**src/angle_corr_regs.svh**
```systemverilog
`ifndef ANGLE_CORR_REGS_SVH
`define ANGLE_CORR_REGS_SVH

// Register offsets
`define AMP_SETUP_OFS        6'h11
`define OFS_SETUP_OFS        6'h12
`define ANGLE_OUT_OFS        6'h13
`define VLEN_OUT_OFS         6'h14

// Reset values
`define AMP_SETUP_RST        16'h0000
`define OFS_SETUP_RST        16'h0000
`define RESULT_RST           16'h0000

// Field positions
`define AMP_SEL_HI           15
`define AMP_SEL_LO           14
`define AMP_VAL_HI           10
`define AMP_VAL_LO           0
`define OFS_SEL_HI           15
`define OFS_SEL_LO           14
`define OFS_FIRST_HI         13
`define OFS_FIRST_LO         7
`define OFS_SECOND_HI        6
`define OFS_SECOND_LO        0

// Gain divisor 1024 as a shift
`define GAIN_FRAC_BITS       10
// Offset LSB sits at bit 5 of a 16-bit result (11-bit scale)
`define OFS_SHIFT            5

// Angle engine constants, angle in 1/256 degree
`define ENGINE_ITERS         4'hE
`define ANGLE_HALF_TURN      20'h0_B400
`define ANGLE_FULL_TURN      20'h1_6800
`define ANGLE_OUT_SHIFT      4
`define VEC_GAIN_COMP        16'h9B75

`endif

```
**src/angle_corr_pkg.sv**
```systemverilog
package angle_corr_pkg;

    typedef enum logic [1:0] {
        ENG_IDLE = 2'b00,
        ENG_RUN  = 2'b01,
        ENG_DONE = 2'b10
    } engine_state_t;

    typedef enum logic [1:0] {
        PAIR_NONE = 2'b00,
        PAIR_XY   = 2'b01,
        PAIR_YZ   = 2'b10,
        PAIR_XZ   = 2'b11
    } axis_pair_t;

endpackage

```
**src/angle_gain_offset_correction.sv**
```systemverilog
// Contract
// - Two-bit gain selector: none, X, Y, Z
// - Gain is unsigned eleven bits over 1024
// - Offset selector zero applies no offset
// - Selector 01b routes first offset by pair
// - Selector 10b routes second offset by pair
// - Selector 11b routes both offsets by pair
// - Offsets are 7-bit signed, 11-bit scale
// - Angle result: 13 bits, sixteenths of degree
// - Magnitude result read-only, resets to zero
`timescale 1ns/1ps
`include "angle_corr_regs.svh"

module angle_gain_offset_correction
    import angle_corr_pkg::*;
(
    // Clock and reset
    input  wire logic               clk_i,
    input  wire logic               nrst_i,
    // Register port
    input  wire logic [5:0]         reg_addr_i,
    input  wire logic               reg_wr_i,
    input  wire logic [15:0]        reg_wdata_i,
    input  wire logic               reg_rd_i,
    output logic [15:0]             reg_rdata_o,
    // Axis data from the conversion logic
    input  wire logic               raw_valid_i,
    input  wire logic signed [15:0] x_raw_i,
    input  wire logic signed [15:0] y_raw_i,
    input  wire logic signed [15:0] z_raw_i,
    input  wire logic [1:0]         angle_pair_i,
    // Results
    output logic                    result_valid_o,
    output logic [15:0]             angle_o,
    output logic [15:0]             magnitude_o
);

    ////////////////////////////////////////////////////////////////////////////////
    // Register file

    logic [15:0] amp_setup_reg, amp_setup_next;
    logic [15:0] ofs_setup_reg, ofs_setup_next;
    logic [15:0] angle_reg, angle_next;
    logic [15:0] vlen_reg, vlen_next;
    logic [15:0] rdata_reg, rdata_next;
    logic        valid_reg, valid_next;

    logic        eng_busy;
    logic        eng_done;
    logic [15:0] eng_angle;
    logic [15:0] eng_mag;

    always_comb begin
        amp_setup_next = amp_setup_reg;
        ofs_setup_next = ofs_setup_reg;
        rdata_next     = rdata_reg;
        if (reg_wr_i) begin
            case (reg_addr_i)
                `AMP_SETUP_OFS: amp_setup_next = {reg_wdata_i[`AMP_SEL_HI:`AMP_SEL_LO], 3'b000,
                                                  reg_wdata_i[`AMP_VAL_HI:`AMP_VAL_LO]};
                `OFS_SETUP_OFS: ofs_setup_next = reg_wdata_i;
                default:        ;
            endcase
        end
        if (reg_rd_i) begin
            case (reg_addr_i)
                `AMP_SETUP_OFS: rdata_next = amp_setup_reg;
                `OFS_SETUP_OFS: rdata_next = ofs_setup_reg;
                `ANGLE_OUT_OFS: rdata_next = angle_reg;
                `VLEN_OUT_OFS:  rdata_next = vlen_reg;
                default:        rdata_next = 16'h0000;
            endcase
        end
    end

    always_ff @(posedge clk_i or negedge nrst_i) begin
        if (!nrst_i) begin
            amp_setup_reg <= `AMP_SETUP_RST;
            ofs_setup_reg <= `OFS_SETUP_RST;
            rdata_reg     <= 16'h0000;
        end else begin
            amp_setup_reg <= amp_setup_next;
            ofs_setup_reg <= ofs_setup_next;
            rdata_reg     <= rdata_next;
        end
    end

    ////////////////////////////////////////////////////////////////////////////////
    // Axis correction

    logic [1:0]         gain_sel;
    logic [11:0]        gain_val;
    logic [1:0]         ofs_sel;
    logic signed [17:0] ofs_first;
    logic signed [17:0] ofs_second;
    logic [1:0]         first_axis;
    logic [1:0]         second_axis;
    logic signed [15:0] raw [3];
    logic signed [15:0] corr [3];

    assign gain_sel   = amp_setup_reg[`AMP_SEL_HI:`AMP_SEL_LO];
    assign gain_val   = {1'b0, amp_setup_reg[`AMP_VAL_HI:`AMP_VAL_LO]};
    assign ofs_sel    = ofs_setup_reg[`OFS_SEL_HI:`OFS_SEL_LO];
    assign ofs_first  = 18'(signed'(ofs_setup_reg[`OFS_FIRST_HI:`OFS_FIRST_LO]))
                        <<< `OFS_SHIFT;
    assign ofs_second = 18'(signed'(ofs_setup_reg[`OFS_SECOND_HI:`OFS_SECOND_LO]))
                        <<< `OFS_SHIFT;
    assign raw[0]     = x_raw_i;
    assign raw[1]     = y_raw_i;
    assign raw[2]     = z_raw_i;

    // Axis codes: 1 = X, 2 = Y, 3 = Z, 0 = none
    always_comb begin
        first_axis  = 2'd0;
        second_axis = 2'd0;
        case (axis_pair_t'(angle_pair_i))
            PAIR_XY: begin
                first_axis  = 2'd1;
                second_axis = 2'd2;
            end
            PAIR_YZ: begin
                first_axis  = 2'd2;
                second_axis = 2'd3;
            end
            PAIR_XZ: begin
                first_axis  = 2'd1;
                second_axis = 2'd3;
            end
            default: ;
        endcase
    end

    genvar k;
    generate
        for (k = 0; k < 3; k++) begin : g_axis
            logic signed [27:0] prod;
            logic signed [17:0] scaled;
            logic signed [17:0] sum;
            assign prod   = raw[k] * signed'(gain_val);
            assign scaled = (gain_sel == 2'(k + 1)) ? 18'(prod >>> `GAIN_FRAC_BITS)
                                                    : 18'(raw[k]);
            // Selector bit 0 enables first value, bit 1 the second; both for 11b
            assign sum    = scaled
                          + ((ofs_sel[0] && first_axis == 2'(k + 1)) ? ofs_first : 18'sd0)
                          + ((ofs_sel[1] && second_axis == 2'(k + 1)) ? ofs_second : 18'sd0);
            assign corr[k] = (sum > 18'sd32767)  ? 16'sh7FFF :
                             (sum < -18'sd32768) ? 16'sh8000 : sum[15:0];
        end
    endgenerate

    ////////////////////////////////////////////////////////////////////////////////
    // Operand capture and angle engine

    logic signed [15:0] a_reg, a_next;
    logic signed [15:0] b_reg, b_next;
    logic               start_reg, start_next;

    always_comb begin
        a_next     = a_reg;
        b_next     = b_reg;
        start_next = 1'b0;
        // Samples arriving while the engine runs are dropped
        if (raw_valid_i && angle_pair_i != PAIR_NONE && !eng_busy && !start_reg) begin
            a_next     = (first_axis == 2'd1) ? corr[0] : corr[1];
            b_next     = (second_axis == 2'd2) ? corr[1] : corr[2];
            start_next = 1'b1;
        end
    end

    always_ff @(posedge clk_i or negedge nrst_i) begin
        if (!nrst_i) begin
            a_reg     <= 16'h0000;
            b_reg     <= 16'h0000;
            start_reg <= 1'b0;
        end else begin
            a_reg     <= a_next;
            b_reg     <= b_next;
            start_reg <= start_next;
        end
    end

    rotation_angle_engine u_engine (
        .clk_i   (clk_i),
        .nrst_i  (nrst_i),
        .start_i (start_reg),
        .a_i     (a_reg),
        .b_i     (b_reg),
        .busy_o  (eng_busy),
        .done_o  (eng_done),
        .angle_o (eng_angle),
        .mag_o   (eng_mag)
    );

    ////////////////////////////////////////////////////////////////////////////////
    // Result registers

    always_comb begin
        angle_next = angle_reg;
        vlen_next  = vlen_reg;
        valid_next = 1'b0;
        if (eng_done) begin
            angle_next = eng_angle;
            vlen_next  = eng_mag;
            valid_next = 1'b1;
        end
    end

    always_ff @(posedge clk_i or negedge nrst_i) begin
        if (!nrst_i) begin
            angle_reg <= `RESULT_RST;
            vlen_reg  <= `RESULT_RST;
            valid_reg <= 1'b0;
        end else begin
            angle_reg <= angle_next;
            vlen_reg  <= vlen_next;
            valid_reg <= valid_next;
        end
    end

    assign reg_rdata_o    = rdata_reg;
    assign result_valid_o = valid_reg;
    assign angle_o        = angle_reg;
    assign magnitude_o    = vlen_reg;

endmodule

```
**src/rotation_angle_engine.sv**
```systemverilog
`timescale 1ns/1ps
`include "angle_corr_regs.svh"

module rotation_angle_engine
    import angle_corr_pkg::*;
(
    // Clock and reset
    input  wire logic               clk_i,
    input  wire logic               nrst_i,
    // Operands
    input  wire logic               start_i,
    input  wire logic signed [15:0] a_i,
    input  wire logic signed [15:0] b_i,
    // Results
    output logic                    busy_o,
    output logic                    done_o,
    output logic [15:0]             angle_o,
    output logic [15:0]             mag_o
);

    engine_state_t      state_reg, state_next;
    logic signed [18:0] x_reg, x_next;
    logic signed [18:0] y_reg, y_next;
    logic signed [19:0] z_reg, z_next;
    logic [3:0]         iter_reg, iter_next;
    logic               done_reg, done_next;
    logic [15:0]        angle_reg, angle_next;
    logic [15:0]        mag_reg, mag_next;

    function automatic logic signed [19:0] atan_step(input logic [3:0] i);
        case (i)
            4'h0:    atan_step = 20'h0_2D00;
            4'h1:    atan_step = 20'h0_1A91;
            4'h2:    atan_step = 20'h0_0E09;
            4'h3:    atan_step = 20'h0_0720;
            4'h4:    atan_step = 20'h0_0394;
            4'h5:    atan_step = 20'h0_01CA;
            4'h6:    atan_step = 20'h0_00E5;
            4'h7:    atan_step = 20'h0_0073;
            4'h8:    atan_step = 20'h0_0039;
            4'h9:    atan_step = 20'h0_001D;
            4'hA:    atan_step = 20'h0_000E;
            4'hB:    atan_step = 20'h0_0007;
            4'hC:    atan_step = 20'h0_0004;
            4'hD:    atan_step = 20'h0_0002;
            default: atan_step = 20'h0_0000;
        endcase
    endfunction

    always_comb begin
        logic signed [18:0] dx;
        logic signed [18:0] dy;
        logic signed [19:0] zw;
        logic [34:0]        prod;
        dx         = y_reg >>> iter_reg;
        dy         = x_reg >>> iter_reg;
        zw         = z_reg;
        prod       = 35'(unsigned'(x_reg[17:0])) * 35'(`VEC_GAIN_COMP);
        state_next = state_reg;
        x_next     = x_reg;
        y_next     = y_reg;
        z_next     = z_reg;
        iter_next  = iter_reg;
        done_next  = 1'b0;
        angle_next = angle_reg;
        mag_next   = mag_reg;
        case (state_reg)
            ENG_IDLE: begin
                if (start_i) begin
                    // Fold left half-plane onto the right
                    if (a_i < 0) begin
                        x_next = -19'(a_i);
                        y_next = -19'(b_i);
                        z_next = `ANGLE_HALF_TURN;
                    end else begin
                        x_next = 19'(a_i);
                        y_next = 19'(b_i);
                        z_next = 20'h0_0000;
                    end
                    iter_next  = 4'h0;
                    state_next = ENG_RUN;
                end
            end
            ENG_RUN: begin
                // Vectoring step drives y toward zero
                if (y_reg >= 0) begin
                    x_next = x_reg + dx;
                    y_next = y_reg - dy;
                    z_next = z_reg + atan_step(iter_reg);
                end else begin
                    x_next = x_reg - dx;
                    y_next = y_reg + dy;
                    z_next = z_reg - atan_step(iter_reg);
                end
                iter_next = iter_reg + 4'h1;
                if (iter_reg == `ENGINE_ITERS - 4'h1) begin
                    state_next = ENG_DONE;
                end
            end
            ENG_DONE: begin
                if (zw < 0) begin
                    zw = zw + `ANGLE_FULL_TURN;
                end
                if (zw >= `ANGLE_FULL_TURN) begin
                    zw = zw - `ANGLE_FULL_TURN;
                end
                angle_next = {3'b000, zw[`ANGLE_OUT_SHIFT +: 13]};
                mag_next   = (prod[34:32] != 3'b000) ? 16'hFFFF : prod[31:16];
                done_next  = 1'b1;
                state_next = ENG_IDLE;
            end
            default: state_next = ENG_IDLE;
        endcase
    end

    always_ff @(posedge clk_i or negedge nrst_i) begin
        if (!nrst_i) begin
            state_reg <= ENG_IDLE;
            x_reg     <= 19'h0_0000;
            y_reg     <= 19'h0_0000;
            z_reg     <= 20'h0_0000;
            iter_reg  <= 4'h0;
            done_reg  <= 1'b0;
            angle_reg <= `RESULT_RST;
            mag_reg   <= `RESULT_RST;
        end else begin
            state_reg <= state_next;
            x_reg     <= x_next;
            y_reg     <= y_next;
            z_reg     <= z_next;
            iter_reg  <= iter_next;
            done_reg  <= done_next;
            angle_reg <= angle_next;
            mag_reg   <= mag_next;
        end
    end

    assign busy_o  = (state_reg != ENG_IDLE);
    assign done_o  = done_reg;
    assign angle_o = angle_reg;
    assign mag_o   = mag_reg;

endmodule

```
**config.mk**
```make
export PLATFORM = sky130hd
export DESIGN_NAME = angle_gain_offset_correction
export DESIGN_NICKNAME = d
export VERILOG_FILES = /design/src/angle_corr_pkg.sv /design/src/angle_gain_offset_correction.sv /design/src/rotation_angle_engine.sv
export VERILOG_INCLUDE_DIRS = /design/src /design/src/src
export SDC_FILE = /design/constraint.sdc
export NUM_CORES = 2
export LEC_CHECK = 0
export ABC_CLOCK_PERIOD_IN_PS = 25200
export BUFFER_PORTS_ARGS = -buffer_cell sky130_fd_sc_hd__clkbuf_2
export CAP_MARGIN = 15
export CORE_ASPECT_RATIO = 0.8
export CORE_UTILIZATION = 68
export CTS_CLUSTER_SIZE = 24
export DETAILED_ROUTE_END_ITERATION = 10
export MAX_ROUTING_LAYER = met4
export PLACE_DENSITY_LB_ADDON = 0.12
export SLEW_MARGIN = 20
export SYNTH_ARGS = -nofsm -noshare
export SYNTH_HDL_FRONTEND = slang
export SYNTH_HIERARCHICAL = 1
export SYNTH_SLANG_ARGS = --single-unit
```
**constraint.sdc**
```tcl
create_clock -name clk_i -period 25.2 [get_ports clk_i]
set_clock_uncertainty 0.2 [all_clocks]
set_input_delay 5.04 -clock clk_i [delete_from_list [all_inputs] [get_ports clk_i]]
set_output_delay 5.04 -clock clk_i [all_outputs]
set_load 0.02 [all_outputs]
```
# ---- After elaboration in Yosys (flattened, before gate mapping)
# Memory sizes are Yosys's and may differ from the RTL's.
# Index checks and enable logic that the tools add are counted.
dict set report word_totals {
  wordCells 143
  inputBits 77
  mem_count 2
  latch_bits 0
  register_bits 202
  ramBits 0
  romBits 448
  out_inout_bits 49
}
# name words width read_ports rd_clocked_by_memory_dff wr line_no
set memory_table {}
lappend memory_table {{(no name shown)} 16 14 1 0 0 rotation_angle_engine.sv:31} ;# case (i)
lappend memory_table {{(no name shown)} 16 14 1 0 0 rotation_angle_engine.sv:31}
dict set report classes {
  mux 48
  order_cmp 10
  bitwise_logic 0
  mul 4
  shifts 2
  n_reduce_logical 22
  eq_ne 21
  n_div 0
  addsub 17
}
# cell count
set op_table {}
lappend op_table {{2-to-1 mux 18 bit} 9}
lappend op_table {{2-to-1 mux 16 bit} 10}
lappend op_table {{2-to-1 mux 20 bit} 8}
lappend op_table {{2-to-1 mux 19 bit} 6}
lappend op_table {{adder 18 bit} 6}
lappend op_table {{multiplier 16 x 12 -> 28 bit} 3}
lappend op_table {{one-hot mux 19 bit (2 select lines)} 2}
lappend op_table {{one-hot mux 16 bit (4 select lines)} 1}
lappend op_table {{> comparator 18 x 16 -> 1 bit (second input constant)} 3}
lappend op_table {{less-than comparator 18 x 16 -> 1 bit (second input constant)} 3}
lappend op_table {{one-hot mux 20 bit (2 select lines)} 1}
lappend op_table {{adder 19 bit} 2}
lappend op_table {{negator 16 -> 19 bit} 2}
lappend op_table {{>>> shifter 19 x 4 -> 19 bit} 2}
lappend op_table {{subtractor 19 bit} 2}
lappend op_table {{multiplier 18 x 16 -> 34 bit (second input constant)} 1}
lappend op_table {{== test 6 x 5 -> 1 bit (second input constant)} 4}
lappend op_table {{adder 20 x 17 -> 20 bit (second input constant)} 1}
lappend op_table {{adder 20 bit} 1}
lappend op_table {{>= comparator 20 x 17 -> 1 bit (second input constant)} 1}
lappend op_table {{less-than comparator 20 x 1 -> 1 bit (second input constant)} 1}
lappend op_table {{subtractor 20 bit} 1}
lappend op_table {{>= comparator 19 x 1 -> 1 bit (second input constant)} 1}
lappend op_table {{== test 2 bit (second input constant)} 9}
lappend op_table {{19 further kinds} 44}

# ---- Logic depth before layout (Yosys ltp)
dict set report depth {
  ltp_word 12
  depth_mapped 39
  ltp_nobuf 36
}

# ---- Cells and area by module
# Netlist, hierarchy kept.
# mod n_inst cells_each seq_area_each_um2 area_each_um2
set by_module_without_submodules {}
lappend by_module_without_submodules {angle_gain_offset_correction 1 3003 2777.7 26805.7}
lappend by_module_without_submodules {rotation_angle_engine 1 1735 2352.3 15285.9}

# ---- Worst setup path after synthesis
# OpenSTA, ideal clock, no wires.
dict set report synth_path {
  kind {input to register}
  startpoint {in z_raw_i[5]}
  endpoint {reg b_reg[11]}
  path_buffers 2
  slack_ns 12.128
  setup_ns 0.104
  arrival_ns 12.768
  required_ns 24.896
  stages 32
  path_cell_list {clkbuf_1 -> nand2_1 -> fa_1 -> inv_1 -> fa_1 -> fa_1 -> fa_1 -> inv_1 -> fa_1 -> inv_1 -> ha_1 -> o21a_1 -> o21a_1 -> o211a_1 -> a21boi_2 -> a211o_1 -> o311a_1 -> a21oi_1 -> fa_1 -> inv_1 -> ha_1 -> and2_1 -> a211o_1 -> o311a_1 -> o21ai_1 -> a21oi_1 -> xnor2_1 -> a21oi_1 -> mux2i_2 -> buf_4 -> nand2_1 -> a221oi_1}
}
dict set report synth_between {
  elab_chain_cells 8
  word_cells_on_any_way 9
  cone_classes {add/sub: 2; mul: 1; order compare: 2; mux: 4}
}
# element line_no
set synth_rtl {}
lappend synth_rtl {{start: declaration} angle_gain_offset_correction.sv:30} ;# input wire logic signed [15:0] z_raw_i,
lappend synth_rtl {{multiplier 16 x 12 -> 28 bit} angle_gain_offset_correction.sv:139} ;# assign prod = raw[k] * signed'(gain_val);
lappend synth_rtl {{2-to-1 mux 18 bit (*)} angle_gain_offset_correction.sv:140} ;# assign scaled = (gain_sel == 2'(k + 1)) ? 18'(prod >>> `GAIN_FRAC_BITS)
lappend synth_rtl {{adder 18 bit (*)} angle_gain_offset_correction.sv:144} ;# + ((ofs_sel[0] && first_axis == 2'(k + 1)) ? ofs_first : 18'sd0)
lappend synth_rtl {{adder 18 bit (*)} angle_gain_offset_correction.sv:145} ;# + ((ofs_sel[1] && second_axis == 2'(k + 1)) ? ofs_second : 18'sd0);
lappend synth_rtl {{less-than comparator 18 x 16 -> 1 bit} angle_gain_offset_correction.sv:147} ;# (sum < -18'sd32768) ? 16'sh8000 : sum[15:0];
lappend synth_rtl {{2-to-1 mux 16 bit} angle_gain_offset_correction.sv:147}
lappend synth_rtl {{2-to-1 mux 16 bit (*)} angle_gain_offset_correction.sv:146} ;# assign corr[k] = (sum > 18'sd32767) ? 16'sh7FFF :
lappend synth_rtl {{2-to-1 mux 16 bit (*)} angle_gain_offset_correction.sv:165} ;# b_next = (second_axis == 2'd2) ? corr[1] : corr[2];
lappend synth_rtl {{end signal: assignment} angle_gain_offset_correction.sv:177} ;# b_reg <= b_next;
lappend synth_rtl {{end: declaration} angle_gain_offset_correction.sv:155} ;# logic signed [15:0] b_reg, b_next;
# Every way passes the cells marked *; elsewhere a longest branch is shown, timed or not.
# A chain may end at the register's enable or synchronous reset.

# ---- Worst setup path after layout
dict set report layout_path {
  startpoint {in y_raw_i[4]}
  endpoint {reg b_reg[9]}
}
dict set report layout_between {
  elab_chain_cells 8
  word_cells_on_any_way 9
  cone_classes {add/sub: 2; mul: 1; order compare: 2; mux: 4}
}
# element line_no
set layout_rtl {}
lappend layout_rtl {{start: declaration} angle_gain_offset_correction.sv:29} ;# input wire logic signed [15:0] y_raw_i,
lappend layout_rtl {{multiplier 16 x 12 -> 28 bit} angle_gain_offset_correction.sv:139}
lappend layout_rtl {{2-to-1 mux 18 bit (*)} angle_gain_offset_correction.sv:140}
lappend layout_rtl {{adder 18 bit (*)} angle_gain_offset_correction.sv:144}
lappend layout_rtl {{adder 18 bit (*)} angle_gain_offset_correction.sv:145}
lappend layout_rtl {{less-than comparator 18 x 16 -> 1 bit} angle_gain_offset_correction.sv:147}
lappend layout_rtl {{2-to-1 mux 16 bit} angle_gain_offset_correction.sv:147}
lappend layout_rtl {{2-to-1 mux 16 bit (*)} angle_gain_offset_correction.sv:146}
lappend layout_rtl {{2-to-1 mux 16 bit (*)} angle_gain_offset_correction.sv:165}
# Marks and branches as above.

==> results.tsv <==
metric	value	unit
status	finished, final reports clean	
seq_area	5140	sq um
dr.pass1.iters	6	
synth_top_family_by_area	adder cells	
max_freq	73.9	MHz
maxCapViolCount	0	
worstPathArrival	13.76	ns
syn_inst	4738	
synthXorXnorAreaFrac	4.78	%
critPathKind	input port to register	
drc	0	
drt-initial-drc-count	3129	
reg2reg_setup_slack	15.30	ns
rsz0062_at_grt	no	
cts_tree	yes	
synth_compound_gate_area_share	12.3	%
die_y	225	um
initial_utilization	68.9	%
cts.sink_count	205	
hold_viol_final	0	
period_minus_slack	13.53	ns
h-tree-depth	1	
grt_max_degree	86	
cts-root-buf	clkbuf_16	
ys_ff_latch	205	
grt_usage	36.6	%
dp_hpwl	84900	um
detail-route-antenna-nets	0	
async_reset_ff_share	100	%
synthToLayoutAreaGrowth	4.55	%
num_rows	81	
cp-end-kind	register	
cts_hold_buffers	0	
synth_fa_ha_area_share	42.4	%
seq_area_frac_synth	12.2	%
min_from	u_engine/angle_o[4]	
fin_crit_sh	53.7	%
grt_remaining_overflow	0	
post_cts_buffers	0	
r2r_start	amp_setup_reg[6]	
synthMuxAreaShare	4.54	%
fp.coreArea	61100	sq um
drive_gt1_share	7.89	%
syn_avg_cell_area	8.88	sq um
die-area	62900	sq um
setup_viol	0	
multi_input_area	32800	sq um
slowest_delay	0.57	ns
chipWidth	280	um
synthSimpleGateAreaFrac	13.6	%
numCtsBuffers	22	
final_nets	5847	
wl	107000	um
cts_resized	0	
antenna_found_initial	5	
num_vias	33200	
grt_pass1_vias	33000	
hold_class	register to register	
layout.cells.most_common	inv_1	
largest_register_ffs	20	
cts.clk_slew.worst_paths	0.07	ns
finalMaxSlewViolations	0	
slowest_stage	fa_1	
cp.required	25.43	ns
vias_per_cell	5.95	
globalplace.congestion	0.973	
ys_types	92	
clk_latency	0.55	ns
relSlewSlack	23.5	%
synth_flop_cell	dfrtp_1	
path_buf_inv	4	
portBuffers	125	
wl_per_cell	19.2	um
fin_tns_setup	0	ns
cp_top_family	adder cells	
grt_first_pass_wirelength	177000	um
syn_area	42100	sq um
final_cell_mix	inv_1 (888), fa_1 (640), nand2_1 (628)	
cp-start-kind	input port	
worst_pin_slew	1.14	ns
crit_top_cell	fa_1	
cp-startpoint	y_raw_i[4]	
fill_cells	4732	
synth_edf_count	0	
synthesis.yosys.warnings	6	
post-route-util	72.0	%
io_pins	126	
cts_buffer_depth	3	
cp_max_fo	20	
-- final cells by class --
| cell class | count | area share [%] |
|---|---|---|
| Antenna cell | 7 | 0.0398 |
| Timing Repair Buffer | 156 | 1.97 |
| Clock buffer | 24 | 1.31 |
| Inverter | 891 | 7.60 |
| Tap cell | 830 | 2.36 |
| Clock inverter | 16 | 0.378 |
| Sequential cell | 205 | 11.7 |
| Multi-Input combinational cell | 3450 | 74.6 |
-- cells in the mapped netlist, drive strengths merged (20+ instances only) --
| cell type | instances | area share [%] |
|---|---|---|
| o22ai | 21 | 0.31 |
| o31ai | 37 | 0.72 |
| mux2i | 27 | 0.65 |
| xnor2 | 130 | 2.7 |
| and2 | 193 | 2.9 |
| buf | 49 | 0.63 |
| nor2 | 153 | 1.4 |
| ha | 404 | 12 |
| a22o | 20 | 0.42 |
| a21o | 56 | 1.0 |
| a211oi | 27 | 0.56 |
| nand2b | 28 | 0.42 |
| o21ai | 172 | 2.1 |
| or3 | 21 | 0.32 |
| o211ai | 37 | 0.66 |
| mux2 | 75 | 2.0 |
| nand2 | 629 | 5.6 |
| nor2b | 25 | 0.37 |
| nand3 | 43 | 0.51 |
| clkbuf | 167 | 1.5 |
| mux4 | 35 | 1.9 |
| o21a | 32 | 0.57 |
| a221oi | 26 | 0.62 |
| a21oi | 195 | 2.3 |
| dfrtp | 205 | 12 |
| inv | 889 | 7.9 |
| nor3 | 53 | 0.68 |
| xor2 | 98 | 2.1 |
| and3 | 22 | 0.33 |
| fa | 640 | 30 |
-- kinds of logic after synthesis --
kind of cell    Yosys count
simple gates           1236
mux                     137
fa+ha+maj              1044
xor+xnor                228
compound gates          778
flops                   205
buf+inv                1107
other cells               3
-- metal layers --
| metal | global-route usage [%] | part of all wire, % | vias to the layer above |
|---|---|---|---|
| met5 | - | 0 | - |
| met4 | 6.54 | 2.0 | 0 |
| met3 | 5.84 | 9.2 | 125 |
| met2 | 53.7 | 44 | 1344 |
| met1 | 54.4 | 45 | 16600 |
| li1 | - | - | 15200 |
-- tightest hold or removal path, cell delays in order (launching register included) --
cell     delay (ns)
dfrtp_1        0.35
nand2_1        0.05
nand2_1        0.05
-- through the flow --
step | setup WS, ns | hold WS [ns] | cell area (sq um) | std cells
after global placement | 11.02 | 0.257 | 43200 | 5532
after detailed placement | 11.02 | 0.265 | 43200 | 5532
after global routing | 10.85 | 0.306 | 44000 | 5577
after CTS | 11.57 | 0.282 | 44000 | 5572
final | 11.67 | 0.279 | 44000 | 5579
after floorplan | 12.13 | 0.152 | 42200 | 4762
-- final timing paths --
check,cells after the start,end
max,32,b_reg[9]
min,2,u_engine/angle_o[4]
max reg2reg,33,b_reg[9]
min reg2reg,2,u_engine/angle_o[4]
max in group asynchronous,3,u_engine/iter_reg[0]
min in group asynchronous,1,reg_rdata_o[12]
Power is not shown: default switching activity piles up to over one toggle a cycle in this logic, so the estimate is an artifact.
